===== config.mk =====
export PLATFORM = sky130hd
export DESIGN_NAME = wdtlk_device_flat
export DESIGN_NICKNAME = d
export VERILOG_FILES = /design/src/wdtlk_pkg.sv /design/src/wdtlk_if.sv /design/src/wdtlk_lock.sv /design/src/wdtlk_device.sv /design/src/flat_wrapper.sv
export SDC_FILE = /design/constraint.sdc
export NUM_CORES = 1
export LEC_CHECK = 0
export BUFFER_PORTS_ARGS = -buffer_cell sky130_fd_sc_hd__buf_2
export CORE_MARGIN = 2
export CORE_UTILIZATION = 55
export CTS_CLUSTER_DIAMETER = 60
export DETAILED_ROUTE_END_ITERATION = 10
export PLACE_DENSITY = 0.76
export SLEW_MARGIN = 0
export SYNTH_ARGS = -nofsm -noshare
export SYNTH_HDL_FRONTEND = slang
export SYNTH_SLANG_ARGS = --single-unit

===== constraint.sdc =====
create_clock -name hclk -period 2.29 [get_ports hclk]
set_input_delay 0.3435 -clock hclk [delete_from_list [all_inputs] [get_ports hclk]]
set_output_delay 0.3435 -clock hclk [all_outputs]
set_load 0.02 [all_outputs]

===== src/wdtlk_pkg.sv =====
// Shared constants and types for the supervision counter and its controller
package wdtlk_pkg;
  localparam logic [11:0] WDTLK_ADDR_KEY = 12'hFF0;
  localparam logic [11:0] WDTLK_ADDR_UPPER = 12'hFF1;
  localparam logic [11:0] WDTLK_ADDR_MIDDLE = 12'hFF2;
  localparam logic [11:0] WDTLK_ADDR_LOWER = 12'hFF3;
  localparam logic [7:0] WDTLK_KEY_FIRST = 8'h55;
  localparam logic [7:0] WDTLK_KEY_SECOND = 8'hAA;
  localparam logic [7:0] WDTLK_RST_UPPER = 8'h00;
  localparam logic [7:0] WDTLK_RST_MIDDLE = 8'h04;
  localparam logic [7:0] WDTLK_RST_LOWER = 8'h00;
  localparam logic [23:0] WDTLK_CNT_ZERO = 24'h000000;
  localparam logic [23:0] WDTLK_CNT_MAX = 24'hFFFFFF;
  localparam logic [23:0] WDTLK_CNT_NO_REFRESH = 24'h000002;
  localparam int WDTLK_STAT_WDT_BIT = 5;
  localparam int WDTLK_STAT_STOP_BIT = 4;
  // Controller registers on AHB-Lite (byte addresses)
  localparam logic [7:0] WDTLK_HREG_CMD = 8'h00;
  localparam logic [7:0] WDTLK_HREG_WDATA = 8'h04;
  localparam logic [7:0] WDTLK_HREG_STATUS = 8'h08;
  localparam logic [7:0] WDTLK_HREG_RDATA = 8'h0C;
  localparam int WDTLK_CMD_GO_BIT = 0;
  localparam int WDTLK_CMD_WRITE_BIT = 1;
  localparam int WDTLK_CMD_REFRESH_BIT = 2;
  localparam int WDTLK_CMD_ADDR_LSB = 8;
  typedef enum logic [1:0] {
    WDTLK_LOCKED,
    WDTLK_KEY1,
    WDTLK_OPEN_UPPER,
    WDTLK_OPEN_MIDDLE
  } wdtlk_lock_t;
  typedef enum logic [1:0] {
    WDTLK_M_IDLE,
    WDTLK_M_REQ,
    WDTLK_M_WAIT
  } wdtlk_mst_t;
endpackage


===== src/wdtlk_if.sv =====
// Register port and event lines between core and supervision counter
`timescale 1ns/1ps
`default_nettype none
interface wdtlk_if;
  logic req;
  logic we;
  logic [11:0] addr;
  logic [7:0] wdata;
  logic [7:0] rdata;
  logic ack;
  logic refresh;
  logic stop_mode;
  logic irq;
  logic sys_reset;
  logic stop_recover;
  modport device (
    input req, we, addr, wdata, refresh, stop_mode,
    output rdata, ack, irq, sys_reset, stop_recover
  );
  modport core (
    output req, we, addr, wdata, refresh, stop_mode,
    input rdata, ack, irq, sys_reset, stop_recover
  );
endinterface
`default_nettype wire


===== src/wdtlk_lock.sv =====
// Unlock sequencer guarding the reload byte registers
`timescale 1ns/1ps
`default_nettype none
module wdtlk_lock
  import wdtlk_pkg::*;
(
  input wire logic hclk,
  input wire logic hresetn,
  input wire logic wr,
  input wire logic [11:0] addr,
  input wire logic [7:0] wdata,
  output logic wr_upper,
  output logic wr_middle,
  output logic wr_lower
);
  typedef struct packed {
    wdtlk_lock_t st;
    logic arm;
  } wdtlk_lk_state_t;
  wdtlk_lk_state_t s_q, s_d;

  always_comb begin
    s_d = s_q;
    wr_upper = 1'b0;
    wr_middle = 1'b0;
    wr_lower = 1'b0;
    if (wr) begin
      // Any write that does not continue the sequence relocks
      s_d.st = WDTLK_LOCKED;
      s_d.arm = 1'b0;
      if (s_q.arm) begin
        // Lower byte only as the very next write after middle
        wr_lower = addr == WDTLK_ADDR_LOWER;
      end else begin
        unique case (s_q.st)
          WDTLK_LOCKED: begin
            if (addr == WDTLK_ADDR_KEY && wdata == WDTLK_KEY_FIRST) begin
              s_d.st = WDTLK_KEY1;
            end
          end
          WDTLK_KEY1: begin
            if (addr == WDTLK_ADDR_KEY && wdata == WDTLK_KEY_SECOND) begin
              s_d.st = WDTLK_OPEN_UPPER;
            end else if (addr == WDTLK_ADDR_KEY &&
                         wdata == WDTLK_KEY_FIRST) begin
              s_d.st = WDTLK_KEY1;
            end
          end
          WDTLK_OPEN_UPPER: begin
            if (addr == WDTLK_ADDR_UPPER) begin
              wr_upper = 1'b1;
              s_d.st = WDTLK_OPEN_MIDDLE;
            end
          end
          WDTLK_OPEN_MIDDLE: begin
            if (addr == WDTLK_ADDR_MIDDLE) begin
              wr_middle = 1'b1;
              s_d.arm = 1'b1;
            end
          end
        endcase
      end
    end
  end

  always_ff @(posedge hclk or negedge hresetn) begin
    if (!hresetn) begin
      s_q <= '{st: WDTLK_LOCKED, arm: 1'b0};
    end else begin
      s_q <= s_d;
    end
  end
endmodule
`default_nettype wire


===== src/wdtlk_device.sv =====
// Supervision counter: time-out response, status, reload lock, live reads
`timescale 1ns/1ps
`default_nettype none
// Behaviour
// - Time-out when count reaches zero
// - Option selects interrupt or system reset
// - Interrupt mode: raise irq, set watchdog flag
// - After interrupt time-out, count from all-ones
// - Status read clears watchdog flag
// - Stop, interrupt mode: recover, irq, both flags
// - Reset mode: force system reset, set flag
// - Stop, reset mode: recover, set both flags
// - Keys 55 then AA unlock reloads
// - Key writes change no stored bits
// - Software writes upper, middle, lower in order
// - Stray write relocks; reload writes ignored
// - Load reload on enable and refresh
// - Key register shares address with status
// - Reload is upper, middle, lower bytes
// - Reload byte reads return live count
// - Software never programs reload below four
// - Counts continuously; no refresh at two
// - Always-on option starts counter at reset
module wdtlk_device
  import wdtlk_pkg::*;
(
  input wire logic hclk,
  input wire logic hresetn,
  input wire logic always_on_option,
  input wire logic timeout_response_option,
  wdtlk_if.device bus
);
  typedef struct packed {
    logic [7:0] upper;
    logic [7:0] middle;
    logic [7:0] lower;
    logic [23:0] count;
    logic enabled;
    logic started;
    logic flag_wdt;
    logic flag_stop;
    logic irq;
    logic sys_reset;
    logic stop_recover;
    logic ack;
    logic [7:0] rdata;
  } wdtlk_dev_state_t;
  wdtlk_dev_state_t s_q, s_d;

  localparam logic [23:0] CNT_STEP = 24'h000001;
  localparam logic [23:0] CNT_MIN_RELOAD = 24'h000004;
  localparam int RD_BITS = 8;
  localparam logic [23:0] RST_RELOAD =
    {WDTLK_RST_UPPER, WDTLK_RST_MIDDLE, WDTLK_RST_LOWER};

  // The reset reload must itself respect the software minimum
  if (RST_RELOAD < CNT_MIN_RELOAD) begin : g_bad_reload
    $error("reset reload value below the minimum");
  end

  // Both status flags must land inside the byte-wide read path
  if (WDTLK_STAT_WDT_BIT >= RD_BITS || WDTLK_STAT_STOP_BIT >= RD_BITS ||
      WDTLK_STAT_WDT_BIT == WDTLK_STAT_STOP_BIT) begin : g_bad_bits
    $error("status flag positions do not fit the read byte");
  end

  // A minimal reload must still leave room for a refresh
  if (WDTLK_CNT_NO_REFRESH >= CNT_MIN_RELOAD) begin : g_bad_floor
    $error("refresh floor not below the minimum reload");
  end

  // Live count byte returned at a reload register address
  function automatic logic [7:0] live_byte(input logic [23:0] cnt,
                                           input logic [11:0] a);
    logic [7:0] b;
    b = 8'h00;
    unique case (a)
      WDTLK_ADDR_UPPER: b = cnt[23:16];
      WDTLK_ADDR_MIDDLE: b = cnt[15:8];
      WDTLK_ADDR_LOWER: b = cnt[7:0];
      default: b = 8'h00;
    endcase
    return b;
  endfunction

  // Status byte returned at the shared key address
  function automatic logic [7:0] status_byte(input logic wdt,
                                             input logic stp);
    logic [7:0] b;
    b = 8'h00;
    b[WDTLK_STAT_WDT_BIT] = wdt;
    b[WDTLK_STAT_STOP_BIT] = stp;
    return b;
  endfunction

  logic wr;
  logic rd;
  logic wr_upper;
  logic wr_middle;
  logic wr_lower;
  logic timeout;
  logic refresh_ok;
  logic irq_mode;
  logic [23:0] reload;

  assign wr = bus.req && bus.we;
  assign rd = bus.req && !bus.we;
  assign reload = {s_q.upper, s_q.middle, s_q.lower};
  assign timeout = s_q.enabled && s_q.count == WDTLK_CNT_ZERO;
  // Refresh is refused from the count of two downwards
  assign refresh_ok = s_q.count > WDTLK_CNT_NO_REFRESH;
  assign irq_mode = !timeout_response_option;

  wdtlk_lock u_wdtlk_lock (
    .hclk(hclk),
    .hresetn(hresetn),
    .wr(wr),
    .addr(bus.addr),
    .wdata(bus.wdata),
    .wr_upper(wr_upper),
    .wr_middle(wr_middle),
    .wr_lower(wr_lower)
  );

  always_comb begin
    s_d = s_q;
    s_d.ack = bus.req;
    s_d.irq = 1'b0;
    s_d.sys_reset = 1'b0;
    s_d.stop_recover = 1'b0;
    // Always-on option caught one cycle after reset release
    if (!s_q.started) begin
      s_d.started = 1'b1;
      if (always_on_option) begin
        s_d.enabled = 1'b1;
        s_d.count = reload;
      end
    end
    if (s_q.enabled) begin
      s_d.count = s_q.count - CNT_STEP;
    end
    // A refresh on a stopped counter is its first enable
    if (bus.refresh) begin
      if (!s_q.enabled) begin
        s_d.enabled = 1'b1;
        s_d.count = reload;
      end else if (refresh_ok) begin
        s_d.count = reload;
      end
    end
    // Time-out response chosen by the option pin
    if (timeout) begin
      s_d.flag_wdt = 1'b1;
      if (bus.stop_mode) begin
        s_d.flag_stop = 1'b1;
        s_d.stop_recover = 1'b1;
      end
      if (irq_mode) begin
        s_d.irq = 1'b1;
        s_d.count = WDTLK_CNT_MAX;
      end else if (!bus.stop_mode) begin
        s_d.sys_reset = 1'b1;
      end else begin
        // Recovery instead of reset: restart from all-ones
        s_d.count = WDTLK_CNT_MAX;
      end
    end
    // Register accesses; key writes store nothing
    if (wr_upper) begin
      s_d.upper = bus.wdata;
    end
    if (wr_middle) begin
      s_d.middle = bus.wdata;
    end
    if (wr_lower) begin
      s_d.lower = bus.wdata;
    end
    if (rd) begin
      if (bus.addr == WDTLK_ADDR_KEY) begin
        s_d.rdata = status_byte(s_q.flag_wdt, s_q.flag_stop);
        // Clear unless a new time-out sets it this cycle
        if (!timeout) begin
          s_d.flag_wdt = 1'b0;
          s_d.flag_stop = 1'b0;
        end
      end else begin
        s_d.rdata = live_byte(s_q.count, bus.addr);
      end
    end
  end

  always_ff @(posedge hclk or negedge hresetn) begin
    if (!hresetn) begin
      s_q <= '{upper: WDTLK_RST_UPPER, middle: WDTLK_RST_MIDDLE,
               lower: WDTLK_RST_LOWER, count: WDTLK_CNT_MAX,
               default: '0};
    end else begin
      s_q <= s_d;
    end
  end

  assign bus.rdata = s_q.rdata;
  assign bus.ack = s_q.ack;
  assign bus.irq = s_q.irq;
  assign bus.sys_reset = s_q.sys_reset;
  assign bus.stop_recover = s_q.stop_recover;
endmodule
`default_nettype wire


===== src/flat_wrapper.sv =====
// flat-port wrapper written by rule: the top's interface ports become plain ports
module wdtlk_device_flat import wdtlk_pkg::*;
  (hclk, hresetn, always_on_option, timeout_response_option, bus_req, bus_we, bus_addr, bus_wdata, bus_refresh, bus_stop_mode, bus_rdata, bus_ack, bus_irq, bus_sys_reset, bus_stop_recover);
  wdtlk_if bus_i ();
  input wire logic hclk;
  input wire logic hresetn;
  input wire logic always_on_option;
  input wire logic timeout_response_option;
  input wire logic [$bits(bus_i.req)-1:0] bus_req;
  input wire logic [$bits(bus_i.we)-1:0] bus_we;
  input wire logic [$bits(bus_i.addr)-1:0] bus_addr;
  input wire logic [$bits(bus_i.wdata)-1:0] bus_wdata;
  input wire logic [$bits(bus_i.refresh)-1:0] bus_refresh;
  input wire logic [$bits(bus_i.stop_mode)-1:0] bus_stop_mode;
  output wire logic [$bits(bus_i.rdata)-1:0] bus_rdata;
  output wire logic [$bits(bus_i.ack)-1:0] bus_ack;
  output wire logic [$bits(bus_i.irq)-1:0] bus_irq;
  output wire logic [$bits(bus_i.sys_reset)-1:0] bus_sys_reset;
  output wire logic [$bits(bus_i.stop_recover)-1:0] bus_stop_recover;
  assign bus_i.req = bus_req;
  assign bus_i.we = bus_we;
  assign bus_i.addr = bus_addr;
  assign bus_i.wdata = bus_wdata;
  assign bus_i.refresh = bus_refresh;
  assign bus_i.stop_mode = bus_stop_mode;
  assign bus_rdata = bus_i.rdata;
  assign bus_ack = bus_i.ack;
  assign bus_irq = bus_i.irq;
  assign bus_sys_reset = bus_i.sys_reset;
  assign bus_stop_recover = bus_i.stop_recover;
  wdtlk_device u_core (.hclk(hclk), .hresetn(hresetn), .always_on_option(always_on_option), .timeout_response_option(timeout_response_option), .bus(bus_i));
endmodule

# == Word level (Yosys, flattened, before mapping) ==
# Cells that the tools add are included.
# totals
n_memories,0
input_bits,28
mem_bits_ro,0
reg_bits,67
ram_bits,0
elab_cells,70
latchBits,0
output_inout_bits,12
# classes
div_mod_pow,0
n_mux,36
bitwise,0
add_sub_neg,1
multipliers,0
shifts,0
n_eq_ne,9
n_lt_le_gt_ge,1
reduce_logical,8
# ops
cell,count
$mux 24,6
$mux 25,2
$eq 12x12->1 const B,4
$mux 26,1
$gt 24x2->1 const B,1
$logic_not 24->1,1
$pmux 8 s3,1
$sub 24x1->24 const B,1
$mux 1,17
$mux 2,5
$eq 8x7->1 const B,1
$eq 8x8->1 const B,1
$mux 8,1
$pmux 2 s3,1
$logic_and 1x1->1,5
$mux 5,1
$eq 2x2->1 const B,2
$mux 3,1
$eq 2x1->1 const B,1
$logic_not 2->1,1
$logic_not 1->1,1

# == Longest topological paths before layout ==
# Gate-level depths: netlist of run 1.
# depth
depth_word,9
ltp_mapped,7
depth_no_buf,7

# == Cells and area by module ==
# Synthesis of run 1 repeated with hierarchy kept, for this count alone.
# hier_totals
hier_cells,380
area_unflattened_um2,3799.9
# modules_own_cells
mod,cells_each,n_inst,area_per_inst_um2
wdtlk_device,349,1,3532.1
wdtlk_lock,31,1,267.8

# == Worst setup path before layout of run 1 ==
# OpenSTA, ideal clock, no wires.
# synth_path
kind,in2reg
from,in bus_addr[2]
to,"reg u_core.s_q, in the netlist u_core.reload[11]"
setup_ps,125
arrival_time_ps,2056
stages,6
setup_slack_ps,109
path_buffers,2
cell_sequence,nand4bb_1 > or4_1 > buf_2 > or4_1 > buf_6 > mux2_4
# synth_between
elab_chain_cells,5
# synth_rtl
item,line,text
"start, declared",flat_wrapper.sv:11,input wire logic [$bits(bus_i.addr)-1:0] bus_addr;
$eq 12x12->1,wdtlk_lock.sv:56,if (addr == WDTLK_ADDR_MIDDLE) begin
$mux 1,wdtlk_lock.sv:56,
$mux 1,wdtlk_lock.sv:35,unique case (s_q.st)
$mux 1,wdtlk_lock.sv:31,if (s_q.arm) begin
$mux 1,wdtlk_lock.sv:27,if (wr) begin
"end signal, assigned",wdtlk_device.sv:194,"s_q <= '{upper: WDTLK_RST_UPPER, middle: WDTLK_RST_MIDDLE,"
"end, declared",wdtlk_device.sv:48,"wdtlk_dev_state_t s_q, s_d;"
# Every way passes these cells.
# A chain may end at the register's enable or synchronous reset.

==> reports/qor.yml, run 1 <==
outcome:
  status: "finished, final reports clean"
global_routing:
  via_count_of_the_first_global_routing_pass: 2955
  grt_max_degree: 68
  gr-total-overflow: 0
  grt_antenna_before_repair: 0
  track_usage: 0.2726
  grt_pass1_wl_mm: 15.36
worst_setup_path:
  cp_data_arrival_time_ps: 2340
  timing.reg2reg.worst_path_depth: 7
  worstSetupEndpointType: "register"
  timing.rr.end: "u_core.s_q[28]"
  timing_worst_setup_path_type: "register to register"
  cp.required_ps: 2560
  ff2ff_setup_slack_ps: 220
  regToRegStartpoint: "u_core.s_q[30]"
  crit_path_start_kind: "register"
  timing.critical_path.fanout_max: 9
floorplanning:
  die_w_um: 86.09
  initial_core_util: 0.5771
  ios: 40
  die_y_um: 86.09
  fp.coreArea_mm2: 0.006422
  die_outline_area_mm2: 0.007411
  row_count: 29
timing:
  fin_tns_setup_ps: 0
  grt_setup_unrepaired: "false"
  skew_ps: 7.760
  final-max-slew-violation-count: 0
  final-hold-violation-count: 0
  fin_crit_ps: 2071
  fmax_mhz: 482.8
  setup_violations: 0
  final_min_period_over_clock_period: 0.9046
power:
  power_switching_uw: 1746
  power.leakage_uw: 0.001933
  power.ir.vdd_worst_mv: 0.6001
  power_switching_share: 0.3960
  power.density_cell_area_mw_per_mm2: 1037
  comb_power_share: 0.393
  report.power.total_uw: 4410
  intPower_uw: 2664
  power.sequential.fraction: 0.404
  power.share.clock: 0.202
synth:
  synthArstFlopShare: 1.000
  synth.distinct_cells: 61
  synth.cell_area_mm2: 0.003706
  yosysSeqAreaShare: 0.4608
  post_synth_main_area_contributors: "dfrtp_1, dfstp_2, mux2_2"
  mappedNetlistNets: 379
  netlist.area_leader.share: 0.2836
  synth_seq_cells: 67
  syn-mean-instance-area_um2: 10.65
  count_of_flip_flops_with_a_built_in_enable_after_synthesis: 0
  synth_top_area_cell: "dfrtp_1"
  synthCells: 348
  ys_dominant_reg_cell: "dfrtp_1"
  synth_warnings: 0
layout:
  area.sequential_mm2: 0.001708
  finalNetCount: 431
  area_occupied_by_multi_input_gates_mm2: 0.001842
  filler_cells_inserted: 517
  flow.area_growth_from_synthesis_pct: 14.79
  antenna_cells: 0
  layout.cell_area.non_filler_mm2: 0.004254
  stdcell_count: 482
  post_route_cells_drive_above_1_share: 0.3531
place:
  routabilityCongestion: 0.9495
  numPortBuffers: 39
  dpl_cell_area_mm2: 0.004061
  place.detailed.instances: 465
  dp_hpwl_mm: 6.666
cts:
  max-clock-path-buffers: 2
  post-cts-setup-buffers: 0
  clock_root_buffer: "clkbuf_8"
  cts_tree: "built"
  cts_inserted_buffers: 9
  worstSkewPairLatency_ps: 350
  cts_sinks: 67
  cts.htree.levels: 3
  path_clk_slew_ps: 80
worst_hold_path:
  worst_hold_path.num_cells: 1
  hold_path.class: "primary input to register"
  holdPathEnd: "u_core.bus.ack"
  worstHoldStart: "bus_req"
routing:
  drt-vias-per-instance: 6.336
  wl_per_cell_um: 19.27
  vias: 3054
  dr.first_iter.drc_count: 254
  antenna_left: 0
  finalWirelength_mm: 9.288
  drt_pre_antenna_iters: 5
  count_of_unresolved_drc_violations_after_routing: 0
run:
  maxCapViolations: 0
[worst max-delay path, cell delays in order (launching register included)]
cell and delay [ps]:
dfstp_2 400, nor4_1 300, buf_4 180, nand4_2 160, o31ai_4 300, nand2_2 110
buf_4 190, a221o_1 360
[cells by family (layout without fill, tap and decap cells)]
family / Yosys count / in the layout / synth area share
flip-flops: 67 / 67 / 0.4608
adder cells (fa/ha/maj): 3 / 3 / 0.01013
AND/OR/NAND/NOR: 132 / 132 / 0.2053
XOR/XNOR: 1 / 1 / 0.002364
AO/OA/AOI/OAI: 75 / 75 / 0.1550
multiplexers: 39 / 39 / 0.1215
buffers and inverters: 30 / 87 / 0.04389
other: 1 / 1 / 0.001012
[power by group through the flow]
stage | registers, µW | logic, µW | clock network, µW
finish | 1780 | 1730 | 893
global placement | 1770 | 1660 | 0
floorplan | 1670 | 1190 | 0
detailed placement | 1790 | 1690 | 0
global route | 1810 | 1900 | 957
CTS | 1770 | 1710 | 908
[sequential cells by signal (all words and copies together) (netlist names)]
signal / count
u_core.s_q: 28
u_core.bus.irq: 1
u_core.bus.ack: 1
u_core.bus.stop_recover: 1
u_core.bus.rdata: 8
u_core.reload: 24
u_core.u_wdtlk_lock.s_q: 3
u_core.bus.sys_reset: 1
[per-stage QoR]
step | setup slack (ps) | utilization | hold WS (ps)
CTS | 150.1 | 0.6614 | 104.6
finish | 218.6 | 0.6624 | 119.9
global route | 50.79 | 0.6624 | 121.9
global placement | 117.6 | 0.6324 | 383.0
detailed placement | 77.98 | 0.6324 | 388.5
floorplan | 109.3 | - | 47.91
[final cells by class]
class | count | share of cell area
clock inverters | 7 | 0.01235
repair buffers | 66 | 0.09706
flip-flops and latches | 67 | 0.4015
multi-input cells | 251 | 0.4329
clock buffers | 9 | 0.02912
inverters | 5 | 0.004412
well taps | 77 | 0.02265
[cell usage after synthesis, types with 5 or more instances]
cell type and count:
o21ai_0 13, dfstp_2 25, mux2_2 16, buf_4 8, clkbuf_1 10, nor4_1 8, nand2b_1 6, a21oi_1 16
or3_1 5, mux2i_1 15, a221o_1 14, nor3_1 12, mux2_4 8, inv_1 5, nand2_1 25, nand3_1 10
nor2_1 29, nand3b_1 5, dfrtp_1 42
[repair_timing]
| item | CTS | global route |
|---|---|---|
| resized for setup | 0 | 1 |
| hold buffers | 1 | 0 |
| endpoints found under the setup margin | 0 | 1 |
| endpoints found under the hold margin | 1 | 0 |
[per-layer routing]
layer | global-route usage | vias to the layer above | wire length [µm]
met5 | 0 | - | 0
met4 | 0.1053 | 0 | 210
met3 | 0.05294 | 24 | 517
met2 | 0.4348 | 116 | 4368
met1 | 0.3681 | 1500 | 4192
li1 | - | 1414 | -
[worst max-delay path by stage]
stage                    from                 to  slack (ps)
2_1_floorplan     bus_addr[2]  u_core.reload[11]         110
3_3_place_gp      bus_addr[2]   u_core.reload[8]         120
3_5_place_dp      bus_addr[2]   u_core.reload[8]          80
4_1_cts        u_core.s_q[16]     u_core.s_q[26]         150
5_1_grt        u_core.s_q[16]     u_core.s_q[26]          50
6_report       u_core.s_q[30]     u_core.s_q[28]         220
[cell usage in the layout, fill, tap and decap left out, types with 4 or more instances in the layout]
| master | Yosys | final |
|---|---|---|
| buf_2 | 4 | 39 |
| nand2_1 | 25 | 25 |
| a211o_1 | 4 | 4 |
| clkbuf_8 | 0 | 9 |
| nor3_1 | 12 | 12 |
| o21ai_0 | 13 | 13 |
| inv_1 | 5 | 5 |
| o32a_1 | 4 | 4 |
| mux2i_1 | 15 | 15 |
| or4_1 | 4 | 4 |
| nor4_1 | 8 | 8 |
| a221o_1 | 14 | 14 |
| nand3b_1 | 5 | 5 |
| nand2b_1 | 6 | 6 |
| dfrtp_1 | 42 | 42 |
| buf_4 | 8 | 25 |
| mux2_4 | 8 | 8 |
| nand3_1 | 10 | 10 |
| a21oi_1 | 16 | 16 |
| or3_1 | 5 | 5 |
| mux2_2 | 16 | 16 |
| o311ai_0 | 4 | 4 |
| nor2_1 | 29 | 29 |
| dfstp_2 | 25 | 25 |
Power figures use the tool's default switching activity.
==> run 2: changes to the inputs <==
--- a/config.mk
+++ b/config.mk
@@ -7,10 +7,10 @@
 export LEC_CHECK = 0
 export BUFFER_PORTS_ARGS = -buffer_cell sky130_fd_sc_hd__buf_2
 export CORE_MARGIN = 2
-export CORE_UTILIZATION = 55
+export CORE_UTILIZATION = 53
 export CTS_CLUSTER_DIAMETER = 60
 export DETAILED_ROUTE_END_ITERATION = 10
-export PLACE_DENSITY = 0.76
+export PLACE_DENSITY = 0.77
 export SLEW_MARGIN = 0
 export SYNTH_ARGS = -nofsm -noshare
 export SYNTH_HDL_FRONTEND = slang
==> constraint.sdc (replaced) <==
create_clock -name hclk -period 1.9 [get_ports hclk]
set_input_delay 0.285 -clock hclk [delete_from_list [all_inputs] [get_ports hclk]]
set_output_delay 0.285 -clock hclk [all_outputs]
set_load 0.02 [all_outputs]
==> reports/qor.yml, run 2 (synthesis gave the netlist of run 1 again) <==
outcome:
  status: "complete, but fails checks"
  violations: "negative setup slack"
timing:
  final-hold-violation-count: 0  # unchanged
  final_min_period_over_clock_period: 1.016  # +0.1116
  final-max-slew-violation-count: 0  # unchanged
  skew_ps: 8.377  # +0.6167 ps
  setup_violations: 5  # +5
  worst_slack_ps: -30.75  # -249.3 ps
  fin_crit_ps: 1931  # -140.7 ps
  fmax_mhz: 517.9  # +7.3%
  fin_tns_setup_ps: -70.04  # -70.04 ps
  grt_setup_unrepaired: "true"
global_routing:
  track_usage: 0.2951  # +0.02251
  grt_pass1_wl_mm: 16.78  # +9.3%
  grt_antenna_before_repair: 0  # unchanged
  grt_max_degree: 49  # -28%
  gr-total-overflow: 0  # unchanged
  via_count_of_the_first_global_routing_pass: 3296  # +12%
worst_setup_path:
  crit_path_start_kind: "register"
  worstSetupEndpointType: "register"
  timing_worst_setup_path_type: "register to register"
  cp.required_ps: 2180  # -380 ps
  timing.critical_path.fanout_max: 9  # unchanged
  cp_data_arrival_time_ps: 2210  # -130 ps
floorplanning:
  initial_core_util: 0.5455  # -0.03156
  row_count: 30  # +3.4%
  ios: 40  # unchanged
  die_outline_area_mm2: 0.007677  # +3.6%
  die_w_um: 87.62  # +1.8%
  die_y_um: 87.62  # +1.8%
  fp.coreArea_mm2: 0.006794  # +5.8%
power:
  power.ir.vdd_worst_mv: 0.6464  # +7.7%
  power.leakage_uw: 0.002287  # +18%
  power.density_cell_area_mw_per_mm2: 1413  # +36%
place:
  place_ws_ps: -210.7  # -288.7 ps
  routabilityCongestion: 0.9578  # +0.87%
  dp_hpwl_mm: 7.417  # +11%
  numPortBuffers: 39  # unchanged
layout:
  commonest_cells_after_routing_fill_and_taps_aside: "buf_4, dfrtp_1, buf_2"
  number_of_flip_flops_under_the_largest_register_name: 28  # unchanged
  flow.area_growth_from_synthesis_pct: 35.58
  post_route_cells_drive_above_1_share: 0.4957  # +0.1426
  area_occupied_by_multi_input_gates_mm2: 0.002125  # +15%
  finalNetCount: 487  # +13%
  area.sequential_mm2: 0.001708  # unchanged
  largest_register: "u_core.s_q"
  filler_cells_inserted: 458  # -11%
  layout_commonest_cell: "buf_4"
  antenna_cells: 0  # unchanged
routing:
  vias: 3402  # +11%
  drt-vias-per-instance: 6.119  # -3.4%
  wl_per_cell_um: 19.94  # +3.5%
  dr.first_iter.drc_count: 349  # +37%
  finalWirelength_mm: 11.08  # +19%
  antenna_left: 0  # unchanged
  count_of_unresolved_drc_violations_after_routing: 0  # unchanged
  drt_pre_antenna_iters: 5  # unchanged
cts:
  path_clk_slew_ps: 70  # about the same
  cts_inserted_buffers: 9  # unchanged
  cts_sinks: 67  # unchanged
  cts.htree.levels: 3  # unchanged
  clock_root_buffer: "clkbuf_8"
  worstSkewPairLatency_ps: 350  # about the same
  max-clock-path-buffers: 2  # unchanged
  cts_tree: "built"
worst_hold_path:
  hold_path.class: "primary input to register"
run:
  maxCapViolations: 0  # unchanged
==> run 2: final timing paths <==
kind	start	endpoint	slack, ps	cells after the start
min reg2reg	u_core.bus.rdata[3]	u_core.bus.rdata[3]	480	2
max	u_core.s_q[27]	u_core.s_q[33]	-30	7
max in group asynchronous	hresetn	u_core.s_q[26]	810	3
min	bus_req	u_core.bus.ack	70	1
min in group asynchronous	hresetn	u_core.s_q[15]	430	2
max reg2reg	u_core.s_q[27]	u_core.s_q[33]	-30	7
==> run 2: report_power, final <==
part | total [µW] | switching [µW] | leakage, µW | internal (µW)
combinational | 3970 | 2050 | 0.00136 | 1920
sequential | 1970 | 190 | 0.000831 | 1780
clock | 1160 | 527 | 0.0000962 | 631
==> run 2: worst max-delay path: stages (launching register included) <==
cell,delay (ps)
dfstp_2,380
nor4_4,260
buf_4,190
buf_4,120
nand2_4,100
or4_4,530
a21oi_2,160
a211o_1,130
==> run 2: metal layers <==
layer / wire length, µm / vias up / share of wire / GRT usage
met5: 0 / - / 0 / 0
met4: 319 / 0 / 0.029 / 0.1175
met3: 736 / 30 / 0.066 / 0.06692
met2: 5466 / 143 / 0.49 / 0.4869
met1: 4561 / 1696 / 0.41 / 0.3780
li1: - / 1533 / - / -
==> run 2: timing repair <==
| item | CTS | global route |
|---|---|---|
| pin swaps | 22 | 16 |
| setup buffers | 6 | 8 |
| gates cloned | 1 | 0 |
| hold endpoints to repair | 9 | 0 |
| setup endpoints to repair | 24 | 25 |
| resized for setup | 27 | 26 |
| hold buffers | 1 | 0 |
==> run 2: through the flow <==
stage / hold WS [ps] / std cells / utilization / cell area (µm²) / power, µW
2_1_floorplan: -10.59 / 348 / - / 3782 / 3549
3_3_place_gp: 256.8 / 525 / 0.6571 / 4464 / 4740
3_5_place_dp: 263.8 / 525 / 0.6571 / 4464 / 4825
4_1_cts: 58.04 / 548 / 0.7134 / 4847 / 6462
5_1_grt: 70.44 / 556 / 0.7396 / 5025 / 7429
6_report: 69.44 / 556 / 0.7396 / 5025 / 7102
==> run 2: layout make-up <==
class	instances	share of cell area
multi-input combinational	252	0.4228
sequential	67	0.3399
clock inverter	3	0.007968
clock buffer	12	0.02888
tap	96	0.02390
timing repair buffer	121	0.1728
inverter	5	0.003735
